**src/design/wdt_pkg.sv**
```systemverilog
// Package: register map, fields, reset values and divider constants of the watchdog timer
package wdt_pkg;
  localparam logic [7:0]  CTRL_ADDR     = 8'hd3;
  localparam logic [7:0]  COUNT_ADDR    = 8'hfd;
  localparam logic [7:0]  CTRL_RESET    = 8'h00;
  localparam logic [3:0]  WD_OFF_SIG    = 4'ha;
  localparam int          WD_HI         = 7;
  localparam int          WD_LO         = 4;
  localparam int          CSEL_HI       = 3;
  localparam int          CSEL_LO       = 2;
  localparam int          CNT_CLR_BIT   = 1;
  localparam int          DIV_CLR_BIT   = 0;
  localparam int          POR_STAB_BIT  = 4;
  localparam int          STOP_STAB_BIT = 3;
  localparam int          DIV_W         = 14;
  // Divider tap bit giving one tick per N oscillator cycles
  localparam int          TAP_4096      = 11;
  localparam int          TAP_1024      = 9;
  localparam int          TAP_128       = 6;
  localparam int          TAP_16384     = 13;
  localparam logic [1:0]  SEL_4096      = 2'h0;
  localparam logic [1:0]  SEL_1024      = 2'h1;
  localparam logic [1:0]  SEL_128       = 2'h2;
  localparam logic [1:0]  SEL_16384     = 2'h3;
  localparam logic [DIV_W-1:0] DIV_ZERO = 14'h0000;
  localparam logic [7:0]  BYTE_ZERO     = 8'h00;
  localparam logic [7:0]  BYTE_ONE      = 8'h01;
  localparam logic [7:0]  BYTE_MAX      = 8'hff;

  // Stabilization phases, Gray coded along run -> por -> stop
  typedef enum logic [1:0] {
    WDT_RUN      = 2'b00,
    WDT_STAB_POR = 2'b01,
    WDT_STAB_STP = 2'b11
  } wdt_phase_t;
endpackage : wdt_pkg

```
**src/design/wdt_tick_if.sv**
```systemverilog
// Interface: prescaler control and tick between timer core and divider
interface wdt_tick_if;
  logic       clear;
  logic [1:0] sel;
  logic       tick;
  modport core (output clear, output sel, input tick);
  modport div  (input clear, input sel, output tick);
endinterface : wdt_tick_if

```
**src/design/wdt_prescaler.sv**
```systemverilog
// Prescaler: free-running oscillator divider with selectable tick tap
module wdt_prescaler (
  input  wire logic mclk,
  input  wire logic reset,
  input  wire logic ce,
  wdt_tick_if.div   tk
);
  typedef struct packed {
    logic [wdt_pkg::DIV_W-1:0] div;
    logic                      tick;
  } wdt_pre_st_t;

  wdt_pre_st_t s_q;
  wdt_pre_st_t s_d;
  logic [wdt_pkg::DIV_W-1:0] nxt;
  logic [wdt_pkg::DIV_W-1:0] rose;

  // Count and detect the selected tap falling back to zero
  always_comb begin
    s_d  = s_q;
    nxt  = s_q.div + 14'h0001;
    rose = s_q.div & ~nxt;
    case (tk.sel)
      wdt_pkg::SEL_4096:  s_d.tick = rose[wdt_pkg::TAP_4096];
      wdt_pkg::SEL_1024:  s_d.tick = rose[wdt_pkg::TAP_1024];
      wdt_pkg::SEL_128:   s_d.tick = rose[wdt_pkg::TAP_128];
      default:            s_d.tick = rose[wdt_pkg::TAP_16384];
    endcase
    s_d.div = nxt;
    if (tk.clear) begin
      s_d.div  = wdt_pkg::DIV_ZERO;
      s_d.tick = 1'b0;
    end
  end

  // State register
  always_ff @(posedge mclk or posedge reset) begin
    if (reset) begin
      s_q <= '0;
    end else if (ce) begin
      s_q <= s_d;
    end
  end

  assign tk.tick = s_q.tick;
endmodule : wdt_prescaler

```
**src/design/wdt_core.sv**
```systemverilog
// Top: watchdog counter unit with control/count registers and stabilization timing
//
// How it works
// - Reset loads control zero: watchdog on, /4096
// - Only upper nibble 1010 disables watchdog
// - Select: 00 /4096, 01 /1024, 10 /128, 11 /16384
// - Counter-clear bit zeroes count, self-clears
// - Divider-clear bit zeroes both prescalers, self-clears
// - Count readable, never loadable
// - Power-on: CPU idle until count bit 4 overflows
// - Stabilization end releases CPU after reset/stop
// - Enabled watchdog acts as automatic reset source
// - Control register read/write at its address
// - Enabled watchdog resets on count bit 7 overflow
// - Stop wake: end stabilization on bit 3 overflow
module wdt_core (
  input  wire logic       mclk,
  input  wire logic       reset,
  input  wire logic       ce,
  input  wire logic       por_event,
  input  wire logic       stop_wake,
  input  wire logic [7:0] reg_addr,
  input  wire logic       reg_wr,
  input  wire logic       reg_rd,
  input  wire logic [7:0] reg_wdata,
  output logic      [7:0] reg_rdata,
  output logic            reg_hit,
  output logic            timer_overflow_signal,
  output logic            wdt_reset_req,
  output logic            cpu_hold,
  output logic            stab_done,
  output logic            other_div_clear
);
  ////////////////////////////////////////////////////////////////////////////
  typedef struct packed {
    logic [7:0]          ctrl;
    logic [7:0]          count;
    wdt_pkg::wdt_phase_t phase;
    logic [7:0]          rdata;
    logic                hit;
    logic                ovf;
    logic                wdt_rst;
    logic                hold;
    logic                done;
    logic                dclr;
    logic                cclr;
  } wdt_core_st_t;

  wdt_core_st_t s_q;
  wdt_core_st_t s_d;
  wdt_tick_if   tk ();
  logic         wr_ctrl;
  logic         wd_en;
  logic [8:0]   inc;

  ////////////////////////////////////////////////////////////////////////////
  wdt_prescaler u_pre (
    .mclk  (mclk),
    .reset (reset),
    .ce    (ce),
    .tk    (tk.div)
  );

  // Divider clear and selection to prescaler
  assign tk.clear = s_q.dclr;
  assign tk.sel   = (s_q.phase == wdt_pkg::WDT_STAB_POR) ? wdt_pkg::SEL_4096
                  : s_q.ctrl[wdt_pkg::CSEL_HI:wdt_pkg::CSEL_LO];

  ////////////////////////////////////////////////////////////////////////////
  // Next-state logic
  always_comb begin
    s_d     = s_q;
    wr_ctrl = reg_wr && (reg_addr == wdt_pkg::CTRL_ADDR);
    wd_en   = (s_q.ctrl[wdt_pkg::WD_HI:wdt_pkg::WD_LO] != wdt_pkg::WD_OFF_SIG);
    inc     = {1'b0, s_q.count} + 9'h001;
    s_d.ovf     = 1'b0;
    s_d.wdt_rst = 1'b0;
    s_d.done    = 1'b0;
    s_d.dclr    = 1'b0;
    s_d.cclr    = 1'b0;
    s_d.hit     = (reg_rd || reg_wr) &&
                  (reg_addr == wdt_pkg::CTRL_ADDR || reg_addr == wdt_pkg::COUNT_ADDR);

    // Count advance on each prescaler tick
    if (tk.tick) begin
      s_d.count = inc[7:0];
      if (inc[8]) begin
        s_d.ovf = 1'b1;
        if (wd_en && s_q.phase == wdt_pkg::WDT_RUN) begin
          s_d.wdt_rst = 1'b1;
        end
      end
    end

    // Stabilization end detection
    case (s_q.phase)
      wdt_pkg::WDT_STAB_POR: begin
        if (tk.tick && s_q.count[wdt_pkg::POR_STAB_BIT:0] == 5'h1f) begin
          s_d.phase = wdt_pkg::WDT_RUN;
          s_d.done  = 1'b1;
          s_d.count = wdt_pkg::BYTE_ZERO;
        end
      end
      wdt_pkg::WDT_STAB_STP: begin
        if (tk.tick && s_q.count[wdt_pkg::STOP_STAB_BIT:0] == 4'hf) begin
          s_d.phase = wdt_pkg::WDT_RUN;
          s_d.done  = 1'b1;
          s_d.count = wdt_pkg::BYTE_ZERO;
        end
      end
      default: begin
        if (stop_wake) begin
          s_d.phase = wdt_pkg::WDT_STAB_STP;
          s_d.count = wdt_pkg::BYTE_ZERO;
        end
      end
    endcase

    // Control write; clear bits act once and never store
    if (wr_ctrl) begin
      s_d.ctrl = reg_wdata;
      s_d.ctrl[wdt_pkg::CNT_CLR_BIT] = 1'b0;
      s_d.ctrl[wdt_pkg::DIV_CLR_BIT] = 1'b0;
      if (reg_wdata[wdt_pkg::CNT_CLR_BIT]) begin
        s_d.count = wdt_pkg::BYTE_ZERO;
      end
      s_d.dclr = reg_wdata[wdt_pkg::DIV_CLR_BIT];
    end

    // Power-on restarts the stabilization interval
    if (por_event) begin
      s_d.phase = wdt_pkg::WDT_STAB_POR;
      s_d.count = wdt_pkg::BYTE_ZERO;
      s_d.ctrl  = wdt_pkg::CTRL_RESET;
      s_d.dclr  = 1'b1;
    end
    s_d.hold = (s_d.phase != wdt_pkg::WDT_RUN);

    // Read data; count is read-only
    s_d.rdata = wdt_pkg::BYTE_ZERO;
    if (reg_rd && reg_addr == wdt_pkg::CTRL_ADDR) begin
      s_d.rdata = s_q.ctrl;
    end else if (reg_rd && reg_addr == wdt_pkg::COUNT_ADDR) begin
      s_d.rdata = s_q.count;
    end
  end

  ////////////////////////////////////////////////////////////////////////////
  // State register; reset enters power-on stabilization
  always_ff @(posedge mclk or posedge reset) begin
    if (reset) begin
      s_q       <= '0;
      s_q.ctrl  <= wdt_pkg::CTRL_RESET;
      s_q.phase <= wdt_pkg::WDT_STAB_POR;
      s_q.hold  <= 1'b1;
    end else if (ce) begin
      s_q <= s_d;
    end
  end

  // Outputs straight from flops
  assign reg_rdata             = s_q.rdata;
  assign reg_hit               = s_q.hit;
  assign timer_overflow_signal = s_q.ovf;
  assign wdt_reset_req         = s_q.wdt_rst;
  assign cpu_hold              = s_q.hold;
  assign stab_done             = s_q.done;
  assign other_div_clear       = s_q.dclr;
endmodule : wdt_core

```
**config.mk**
```make
export PLATFORM = sky130hd
export DESIGN_NAME = wdt_core
export DESIGN_NICKNAME = d
export VERILOG_FILES = /design/src/design/wdt_pkg.sv /design/src/design/wdt_tick_if.sv /design/src/design/wdt_prescaler.sv /design/src/design/wdt_core.sv
export SDC_FILE = /design/constraint.sdc
export NUM_CORES = 1
export LEC_CHECK = 0
export BUFFER_PORTS_ARGS = -buffer_cell sky130_fd_sc_hd__buf_2
export CORE_ASPECT_RATIO = 0.7
export CORE_MARGIN = 2
export CORE_UTILIZATION = 50
export CTS_BUF_LIST = sky130_fd_sc_hd__clkbuf_16
export CTS_CLUSTER_SIZE = 25
export DETAILED_ROUTE_END_ITERATION = 6
export GPL_ROUTABILITY_DRIVEN = 0
export PLACE_DENSITY = 0.69
export SLEW_MARGIN = 20
export SYNTH_ARGS = -nofsm -noshare
export SYNTH_HDL_FRONTEND = slang
export SYNTH_SLANG_ARGS = --single-unit
export TNS_END_PERCENT = 20
```
**constraint.sdc**
```tcl
create_clock -name mclk -period 2.2 [get_ports mclk]
set_input_delay 0.22 -clock mclk [delete_from_list [all_inputs] [get_ports mclk]]
set_output_delay 0.22 -clock mclk [all_outputs]
set_load 0.01 [all_outputs]
```
Yosys cells after proc, flatten, opt, wreduce, memory -nomap -nowiden
Cells that the tools add are included.
Operators by class
  $add $sub $neg: 2
  equality and inequality tests: 9
  multiplexer cells: 21
  bitwise logic cells: 2
  reductions and logical operators: 14
Operator list (number)
  $mux W8: 4
  $mux W10: 3
  $pmux W10 S2: 1
  $mux W18: 1
  $eq A8 B8 Y1 const B: 2
  $mux W16: 1
  $mux W15: 1
  $add A14 B1 Y14 const B: 1
  $and A14 B14 Y14: 1
  $not A14 Y14: 1
  $add A8 B1 Y9 const B: 1
  $logic_and A1 B1 Y1: 7
  $mux W2: 3
  $eq A5 B5 Y1 const B: 1
  $mux W1: 5
  $eq A2 B1 Y1 const B: 2
  $eq A2 B2 Y1 const B: 2
  $eq A4 B4 Y1 const B: 1
  $logic_not A2 Y1: 2
  $ne A4 B4 Y1 const B: 1
  $reduce_bool A2 Y1: 2
  $pmux W1 S3: 1
  $logic_or A1 B1 Y1: 2
  $pmux W1 S2: 1
  $reduce_and A2 Y1: 1
Storage, ports and cells
  register bits: 47
  input bits: 23
  output and inout bits: 14
  logic and storage cells: 60

Logic depth before layout (Yosys ltp)
Gate-level depths: netlist of the first run.
  word-level depth: 8
  mapped depth: 8
  mapped depth without buffers: 8

By module
From an unflattened synthesis of the first run, not the netlist that was laid out.
Unflattened totals
  cells, all modules: 248
  area total of the unflattened synthesis: 2497.4 um^2
Modules (own cells, without submodules)
  wdt_core: times used 1, cells an instance 170, area each 1684.1 um^2, seq. area each 753.2 um^2
  wdt_prescaler: times used 1, cells an instance 78, area each 813.3 um^2, seq. area each 375.4 um^2

Least setup slack after synthesis of the first run
No wires, ideal clock.
  kind: register to register
  from: reg s_q[17] (netlist bit)
  to: reg s_q[17] (netlist bit)
  setup time: 0.066 ns
  data arrival time: 1.867 ns
  data required time: 2.134 ns
  path slack: 0.266 ns
  cell stages (with the launch flop): 8
  path buffers: 0
  period minus slack after synthesis: 1.934 ns
  cells stage by stage: dfrtp_1 ha_1 and3_1 ha_1 nand2_1 o221ai_1 nor4_1 mux2_2
On the way
  word-level cells in the longest chain between the ends: 7
  elaborated cells between the ends (all ways): 13
  those cells by class: add/sub (1); eq/ne (2); mux (8); reduce/logical (2)
RTL lines
  start: declaration: RTL line wdt_core.sv:49  | wdt_core_st_t s_q;
  $add A8 B1 Y9, or another cell as far along: RTL line wdt_core.sv:75  | inc = {1'b0, s_q.count} + 9'h001;
  $mux W8, or another cell as far along: RTL line wdt_core.sv:85  | if (tk.tick) begin
  $mux W10 (on tied branches): RTL line wdt_core.sv:112, wdt_core.sv:98, wdt_core.sv:105
  $pmux W10 S2 *: RTL line wdt_core.sv:96  | case (s_q.phase)
  $mux W8: RTL line wdt_core.sv:124  | if (reg_wdata[wdt_pkg::CNT_CLR_BIT]) begin
  $mux W16 *: RTL line wdt_core.sv:120  | if (wr_ctrl) begin
  $mux W18 *: RTL line wdt_core.sv:131  | if (por_event) begin
Every way passes the cells marked *; elsewhere a longest branch is shown, timed or not. The select of a mux whose other input is x is not followed.
A chain may end at the register's enable or synchronous reset.

Worst setup path in the final report of the first run
  from: reg s_q[17] (netlist bit)
  to: reg s_q[24] (netlist bit)
The elaborated chain is that of the path after synthesis.

==> impl.org, run 1 <==
** Flow run
- The tool flagged a number of max-cap violations equal to 0.

** Place
- At the placement stage, the worst setup path has a slack of approximately 0.16 ns.
- Count of input and output buffers :: 36
- Instance area after placement :: 2710 um^2
- The HPWL after detailed placement is roughly 4.1 mm.

** STA
- After layout, the minimum clock period comes to 2.08 ns.
- Headroom to the max-slew limit came out at 0.624.
- Worst Slack Setup Final :: between 0.1 and 0.15 ns
- In the final timing run, aggregate negative setup slack is 0 ns.
- Final hold viol count :: 0
- Of the available clock period, the critical path in the final layout requires 0.946.
- The number of max-slew violations in the final report was 0.
- Final setup fails :: 0
- Slew at the pin closest to its max-slew limit :: about 0.56 ns
- Max Fclk :: between 0.4 and 0.5 GHz
- Unrepaired setup endpoints after global routing :: false
- Skew final :: 0.00289 ns

** Die
- Die area :: 5390 um^2
- For this design the top-level I/O count stands at 37.
- Rows :: 21
- The floorplan step set the die height to roughly 62 um.
- In this run the standard cell core region covers ~4700 um^2.
- Overall die width :: just under 90 um
- Initial Util :: 0.511

** Pwr
- Peak ir drop on the vdd network :: between 0.0003 and 0.0004 V
- Pwr/cell area :: around 600 nW/um^2
- The analysis attributes to cell leakage a power of 1.34 nW.
- The completed layout was analyzed and its total power is 1.72 mW.

** Critical path
- Biggest cell delay along the critical path :: 0.42 ns
- Nature of the critical path endpoint :: register
- The number of buffers and inverters on the critical path is 1.
- Data arrival time of the critical path :: roughly 2.3 ns
- CP startpoint kind :: register
- In this design, the critical path's most frequently occurring cell is sky130_fd_sc_hd__ha_1.
- Data on the critical path is required at its endpoint by roughly 2.4 ns.
- Family with the most delay on the worst path :: compound AO/OA/AOI/OAI gates
- Chain of cells forming the critical path :: ha_1 -> and3_1 -> ha_1 -> nand2_1 -> o221ai_1 -> buf_4 -> o41ai_2 -> a22o_1
- Crit Path Max Fanout :: 6
- Master of the slowest instance on the critical path :: sky130_fd_sc_hd__dfrtp_1
- WS Path Type :: reg2reg

** Cells and area
- Fin nets :: between 300 and 400
- Relative area change from synthesis to final layout :: 19.5%
- Number of antenna diodes :: 0
- In the final layout, the share of cells above drive strength 1 is 0.255.
- With fillers left out, the area of the finished cells amounts to 2870 um^2.

** Routing
- Initial DRC count :: around 230
- Summing over every cut layer, the via total after detailed routing is slightly above 2000.
- Sum of routed wire length over all layers :: approximately 5.7 mm
- Final ANT Viol Nets :: 0
- Iteration count of the initial detailed-routing pass :: 5
- Post-detailed-route wirelength per cell :: approximately 16 um
- After detailed routing, the number of vias per cell comes to slightly below 6.
- In the routed design, unresolved DRC markers number 0.

** Clock network
- Clock-pin slew was measured on the worst setup and hold paths at roughly 0.060 ns.
- The tree is rooted in a sky130_fd_sc_hd__clkbuf_16.
- TritonCTS clock tree :: built
- In this run, CTS created clock tree buffers numbering 5.
- The H-tree was split into 2 levels.
- Setup Fix Bufs, Post-CTS :: 0
- Counting along the longest clock path gives a buffer depth of 2.
- Worst-Skew Late Latency :: 0.28 ns
- The clock drives between 40 and 50 sinks.

** Logic synthesis
- For this run, the leading register cell type out of synthesis is sky130_fd_sc_hd__dfrtp_1.
- For this run, the register share of the synthesized area comes to 0.469.
- Ys Warns :: 0
- The share of synthesized area in the top cell type comes to 0.447.
- The synthesized design contains 45 register bits.
- Counting flops with a built-in enable in the synthesized netlist gives 0.
- Sorting the synthesized cells by area gives the leading types as sky130_fd_sc_hd__dfrtp_1 (45%), sky130_fd_sc_hd__a22o_1 (4.0%), sky130_fd_sc_hd__ha_1 (3.6%).
- Synthesized instance count :: ~250
- Counting every net in the synthesized netlist gives roughly 280.
- In this run, distinct cell masters in the synthesized netlist total 47.
- Average instance area after synthesis :: 9.82 um^2
- Ys async rst share :: 1.00
- Biggest area consumer among synthesized cells :: sky130_fd_sc_hd__dfrtp_1
- Summing every instance area after synthesis gives 2400 um^2.

** GRT
- Total Routing Usage GR :: 0.225
- For this run the aggregate overflow at the end of global routing stands at 0.
- The first global-routing pass estimated slightly above 9 mm of wire.
- Initial antenna violation count :: 0
- Maximum number of pins on one net before global-route repair :: 25
- Vias in the first global route :: 1852

** Worst hold path
- Worst min path class :: in2reg

** Status
- Run status :: finished, final reports clean
[stage by stage]
stage                     cells  utilization  hold slack, ns
final                       347        0.611           0.202
after global routing        347        0.611           0.197
after CTS                   347        0.607           0.200
after detailed placement    338        0.575           0.274
after global placement      338        0.575           0.282
after floorplan             245            -           0.382
[synthesized netlist by cell type, types with 6 or more instances]
cell / number
sky130_fd_sc_hd__dfrtp_1: 43
sky130_fd_sc_hd__nor2_1: 19
sky130_fd_sc_hd__inv_1: 18
sky130_fd_sc_hd__nand2_1: 15
sky130_fd_sc_hd__o21ai_0: 15
sky130_fd_sc_hd__a22o_1: 11
sky130_fd_sc_hd__a22oi_1: 9
sky130_fd_sc_hd__buf_4: 8
sky130_fd_sc_hd__nor4_1: 8
sky130_fd_sc_hd__a21oi_1: 7
sky130_fd_sc_hd__ha_1: 7
sky130_fd_sc_hd__nand3_1: 7
sky130_fd_sc_hd__clkbuf_1: 6
sky130_fd_sc_hd__nand4_1: 6
sky130_fd_sc_hd__nor3_1: 6
sky130_fd_sc_hd__o2bb2ai_1: 6
[report_power, final]
part | switching [mW] | internal [mW] | total, mW
Sequential | 0.0149 | 0.843 | 0.858
Clock | 0.298 | 0.412 | 0.711
Combinational | 0.0916 | 0.0595 | 0.151
[cell families (layout without fill, tap and decap cells)]
family | after synthesis | in the layout | synth area share
AOI/OAI and AO/OA | 69 | 69 | 0.213
xor gates and xnor gates | 5 | 5 | 0.0182
adders and majority gates | 7 | 7 | 0.0364
buffers and inverters | 37 | 82 | 0.0723
DFF | 45 | 45 | 0.469
muxes | 5 | 5 | 0.0224
and+or+nand+nor | 77 | 77 | 0.169
[metal layers]
metal,vias up,wire length (um),GRT usage,part of all wire
met3,4,369,0.0462,0.065
met2,90,2250,0.313,0.40
li1,991,-,-,-
met4,0,41,0.0647,0.0072
met1,969,3000,0.353,0.53
met5,-,0,0,0
[worst register-to-register path: stages, from the launching register on]
cell                       delay, ns
sky130_fd_sc_hd__dfrtp_1        0.42
sky130_fd_sc_hd__ha_1           0.26
sky130_fd_sc_hd__and3_1         0.20
sky130_fd_sc_hd__ha_1           0.19
sky130_fd_sc_hd__nand2_1        0.09
sky130_fd_sc_hd__o221ai_1       0.13
sky130_fd_sc_hd__buf_4          0.19
sky130_fd_sc_hd__o41ai_2        0.35
sky130_fd_sc_hd__a22o_1         0.19
[final timing paths]
path                         startpoint           end  slack, ns  cells after the start
max                             s_q[17]       s_q[24]       0.12                      8
min                        reg_wdata[2]       s_q[27]       0.20                      2
max reg2reg                     s_q[17]       s_q[24]       0.12                      8
min reg2reg                     reg_hit       reg_hit       0.48                      1
max in group asynchronous         reset  reg_rdata[6]       1.20                      4
min in group asynchronous         reset  u_pre.s_q[6]       0.51                      3
[layout make-up]
| type | instances | area [um^2] |
|---|---|---|
| sequential | 45 | 1130 |
| multi-input combinational | 163 | 1120 |
| fill | 408 | 1830 |
| clock inverter | 3 | 13.8 |
| clock buffer | 5 | 125 |
| inverter | 18 | 67.6 |
| timing repair buffer | 56 | 345 |
| tap | 57 | 71.3 |
[sequential cells by signal (all words and copies together) (netlist names)]
| register | count |
|---|---|
| s_q | 16 |
| u_pre.s_q | 14 |
| reg_rdata | 8 |
| cpu_hold | 1 |
| other_div_clear | 1 |
| reg_hit | 1 |
| stab_done | 1 |
| timer_overflow_signal | 1 |
| u_pre.tk.tick | 1 |
| wdt_reset_req | 1 |
[cell usage in the layout (no fill, tap or decap), drive strengths merged, types with 5 or more instances in the layout]
cell     synthesis  final
nor4             8      8
nand3            7      7
nor3             8      8
a22o            11     11
inv             18     19
nand4            6      6
o2bb2ai          6      6
a22oi            9      9
a21oi            7      7
nand2           15     15
nor2            19     19
ha               7      7
o21ai           15     15
dfrtp           43     43
clkbuf           6      5
buf             13     55
[repair_timing]
action                                  in CTS  in global routing
hold endpoints to repair                    19                  0
endpoints found under the setup margin       0                  3
hold buffers                                 1                  0
gates resized for setup                      0                  3
Note: power is estimated with default switching activity, not from simulation.
==> run 2, diff against run 1 <==
Settings changed: RECOVER_POWER from default to 25.
==> impl.org, run 2 (same netlist as run 1, synthesis figures left out) <==
** STA
- The number of hold-slack violations in the final timing report came to 0.
- The smallest clock period supported by the final layout is computed as 2.08 ns.
- Relative slew slack :: 0.406
- Worst Slack Setup Final :: between 0.1 and 0.15 ns
- Post-route clock period utilization :: 0.946
- Max Fclk :: 0.481 GHz
- For the pin with the worst max-slew slack, the measured transition is just under 0.9 ns.
- Final-layout worst hold slack :: between 0.2 and 0.25 ns
- The number of max-slew violations in the final report is 0.
- Final setup fails :: 0
- Across the routed clock network, the largest skew measured is 0.00274 ns.
- Unrepaired setup endpoints after global routing :: false
- Final total negative setup slack :: 0 ns

** Routing
- Wires add up to roughly 5.6 mm.
- Post-detailed-route wirelength per cell :: 16.3 um
- Mean number of vias per cell :: about 5.9
- Drc violations :: 0
- Iteration count of the initial detailed-routing pass :: 5
- Initial DRC count :: 234
- The detail route stage leaves a number of antenna-violating nets equal to 0.
- Summing over every cut layer, the via total after detailed routing is approximately 2000.

** Clock network
- TritonCTS built the clock tree.
- TritonCTS created 5 clock buffers.
- The clock passes through at most 2 buffers.
- After clock tree synthesis, the clock-pin slew on the worst setup and hold paths is roughly 0.06 ns.
- Sinks on the clock net :: 45
- Cell at the root of the clock tree :: sky130_fd_sc_hd__clkbuf_16
- Setup Fix Bufs, Post-CTS :: 0
- Worst-Skew Late Latency :: about 0.28 ns
- The H-tree was split into 2 levels.

** GRT
- Wire length of the first global-routing pass :: ~9 mm
- For this run the aggregate overflow at the end of global routing stands at 0.
- The number of antenna violations at the first check in global routing was 0.
- Entering global routing, the biggest net connects 25 pins.
- Across every metal layer, demand over resource in global routing totals 0.225.
- The via count of the first global-routing pass was between 1500 and 2000.

** Critical path
- CP startpoint kind :: register
- WS Path Type :: reg2reg
- Chain of cells forming the critical path :: ha_1 -> and3_1 -> ha_1 -> nand2_1 -> o221ai_1 -> buf_4 -> o41ai_2 -> a22o_1
- At the worst endpoint, the arrival time is 2.30 ns.
- The worst setup path is captured at a register.
- Required arrival time at the worst endpoint :: about 2.4 ns
- Internal reg-to-reg setup slack :: roughly 0.12 ns
- The slowest stage of the critical path belongs to the cell sky130_fd_sc_hd__dfrtp_1.
- The largest single stage delay on the critical path is 0.42 ns.
- Worst path most repeated cell :: sky130_fd_sc_hd__ha_1
- Along the worst path, the maximum fanout reaches 6.
- Among cell families on the critical path, the largest total delay comes from compound AO/OA/AOI/OAI gates.
- WP buf/inv :: 1

** Die
- The initial utilization of the core area, before any placement, comes to 0.511.
- Rows :: 21
- The floorplan step set the die width to about 87 um.
- Die height :: about 62 um
- 37 I/O pins were placed.
- Die area :: 5390 um^2
- Core area :: 4700 um^2

** Place
- Count of input and output buffers :: 36
- Placement-stage worst setup slack :: roughly 0.16 ns
- Instance area after placement :: approximately 2700 um^2
- Detailed placement finished with a half-perimeter wire length of ~4.1 mm.

** Flow run
- Max capacitance violation total :: 0

** Cells and area
- Most frequent cells in the layout :: sky130_fd_sc_hd__dfrtp_1 (43), sky130_fd_sc_hd__buf_2 (31), sky130_fd_sc_hd__inv_1 (19), sky130_fd_sc_hd__nor2_1 (19), sky130_fd_sc_hd__buf_4 (18)
- The layout has 413 filler cells.
- Max reg flops :: 16
- Largest Register :: s_q
- The area growth from synthesis to layout is 19.3%.
- Fin nets :: around 320
- The finished cells cover 2870 um^2.
- Share of cells above drive strength 1 :: 0.234
- Number of antenna diodes :: 0
- Most common cell after layout, fill and taps aside :: sky130_fd_sc_hd__dfrtp_1

** Pwr
- Switching power as a share of total power :: 0.235
- Of the total power, registers draw 0.499.
- Pwr/cell area :: 600 nW/um^2
- Cell internal power was estimated by the tool at 1.32 mW.
- Sw Pwr :: roughly 0.40 mW
- VDD sags by at most between 0.0003 and 0.0004 V.
- Static leakage :: roughly 1.3 nW
- Of the total power, combinational logic draws 0.088.
- The share of total power dissipated in the clock network is 0.413.

** Worst hold path
- Worst min path class :: in2reg

** Status
- The run finished with clean final reports.
-- run 2: timing repair --
action / 4_1_cts / 5_1_grt
hold buffers: 1 / 0
setup endpoints to repair: 0 / 3
gates resized for setup: 0 / 3
endpoints found under the hold margin: 19 / 0
-- run 2: cell type report --
type,count,area [um^2],area share
clock buffer,5,125,0.0436
sequential,45,1130,0.394
multi-input combinational,163,1120,0.391
timing repair buffer,56,339,0.118
inverter,18,67.6,0.0236
clock inverter,3,13.8,0.00480
tap,57,71.3,0.0249
-- run 2: power groups by stage --
stage	logic, mW	registers [mW]	clock network [mW]
6_report	0.151	0.858	0.711
5_1_grt	0.168	0.861	0.750
4_1_cts	0.150	0.858	0.726
3_5_place_dp	0.147	0.873	0
3_3_place_gp	0.146	0.872	0
2_1_floorplan	0.0835	0.871	0
-- run 2: final timing paths --
path	endpoint	cells after the start	from
worst min-delay path	s_q[27]	2	reg_wdata[2]
min in group asynchronous	u_pre.s_q[6]	3	reset
worst max-delay path	s_q[24]	8	s_q[17]
worst max register to register	s_q[24]	8	s_q[17]
max in group asynchronous	reg_rdata[6]	4	reset
worst min register to register	reg_hit	1	reg_hit
-- run 2: worst register-to-register path, stage by stage (launching register included) --
cell and delay (ns):
sky130_fd_sc_hd__dfrtp_1 0.42, sky130_fd_sc_hd__ha_1 0.26, sky130_fd_sc_hd__and3_1 0.20, sky130_fd_sc_hd__ha_1 0.19
sky130_fd_sc_hd__nand2_1 0.09, sky130_fd_sc_hd__o221ai_1 0.13, sky130_fd_sc_hd__buf_4 0.19, sky130_fd_sc_hd__o41ai_2 0.35
sky130_fd_sc_hd__a22o_1 0.19
-- run 2: stage by stage --
step	power, mW	cells	util
after floorplan	0.954	245	-
after global routing	1.78	347	0.610
after global placement	1.02	338	0.575
after CTS	1.73	347	0.607
after detailed placement	1.02	338	0.575
final	1.72	347	0.610
-- run 2: routing by layer --
layer  vias to the layer above  track usage  wire length, um  part of all wire
li1                        995            -                -                 -
met1                       961        0.353             2930              0.52
met2                        85        0.313             2230              0.40
met3                         6       0.0462              405             0.072
met4                         0       0.0647               65             0.012
met5                         -            0                0                 0
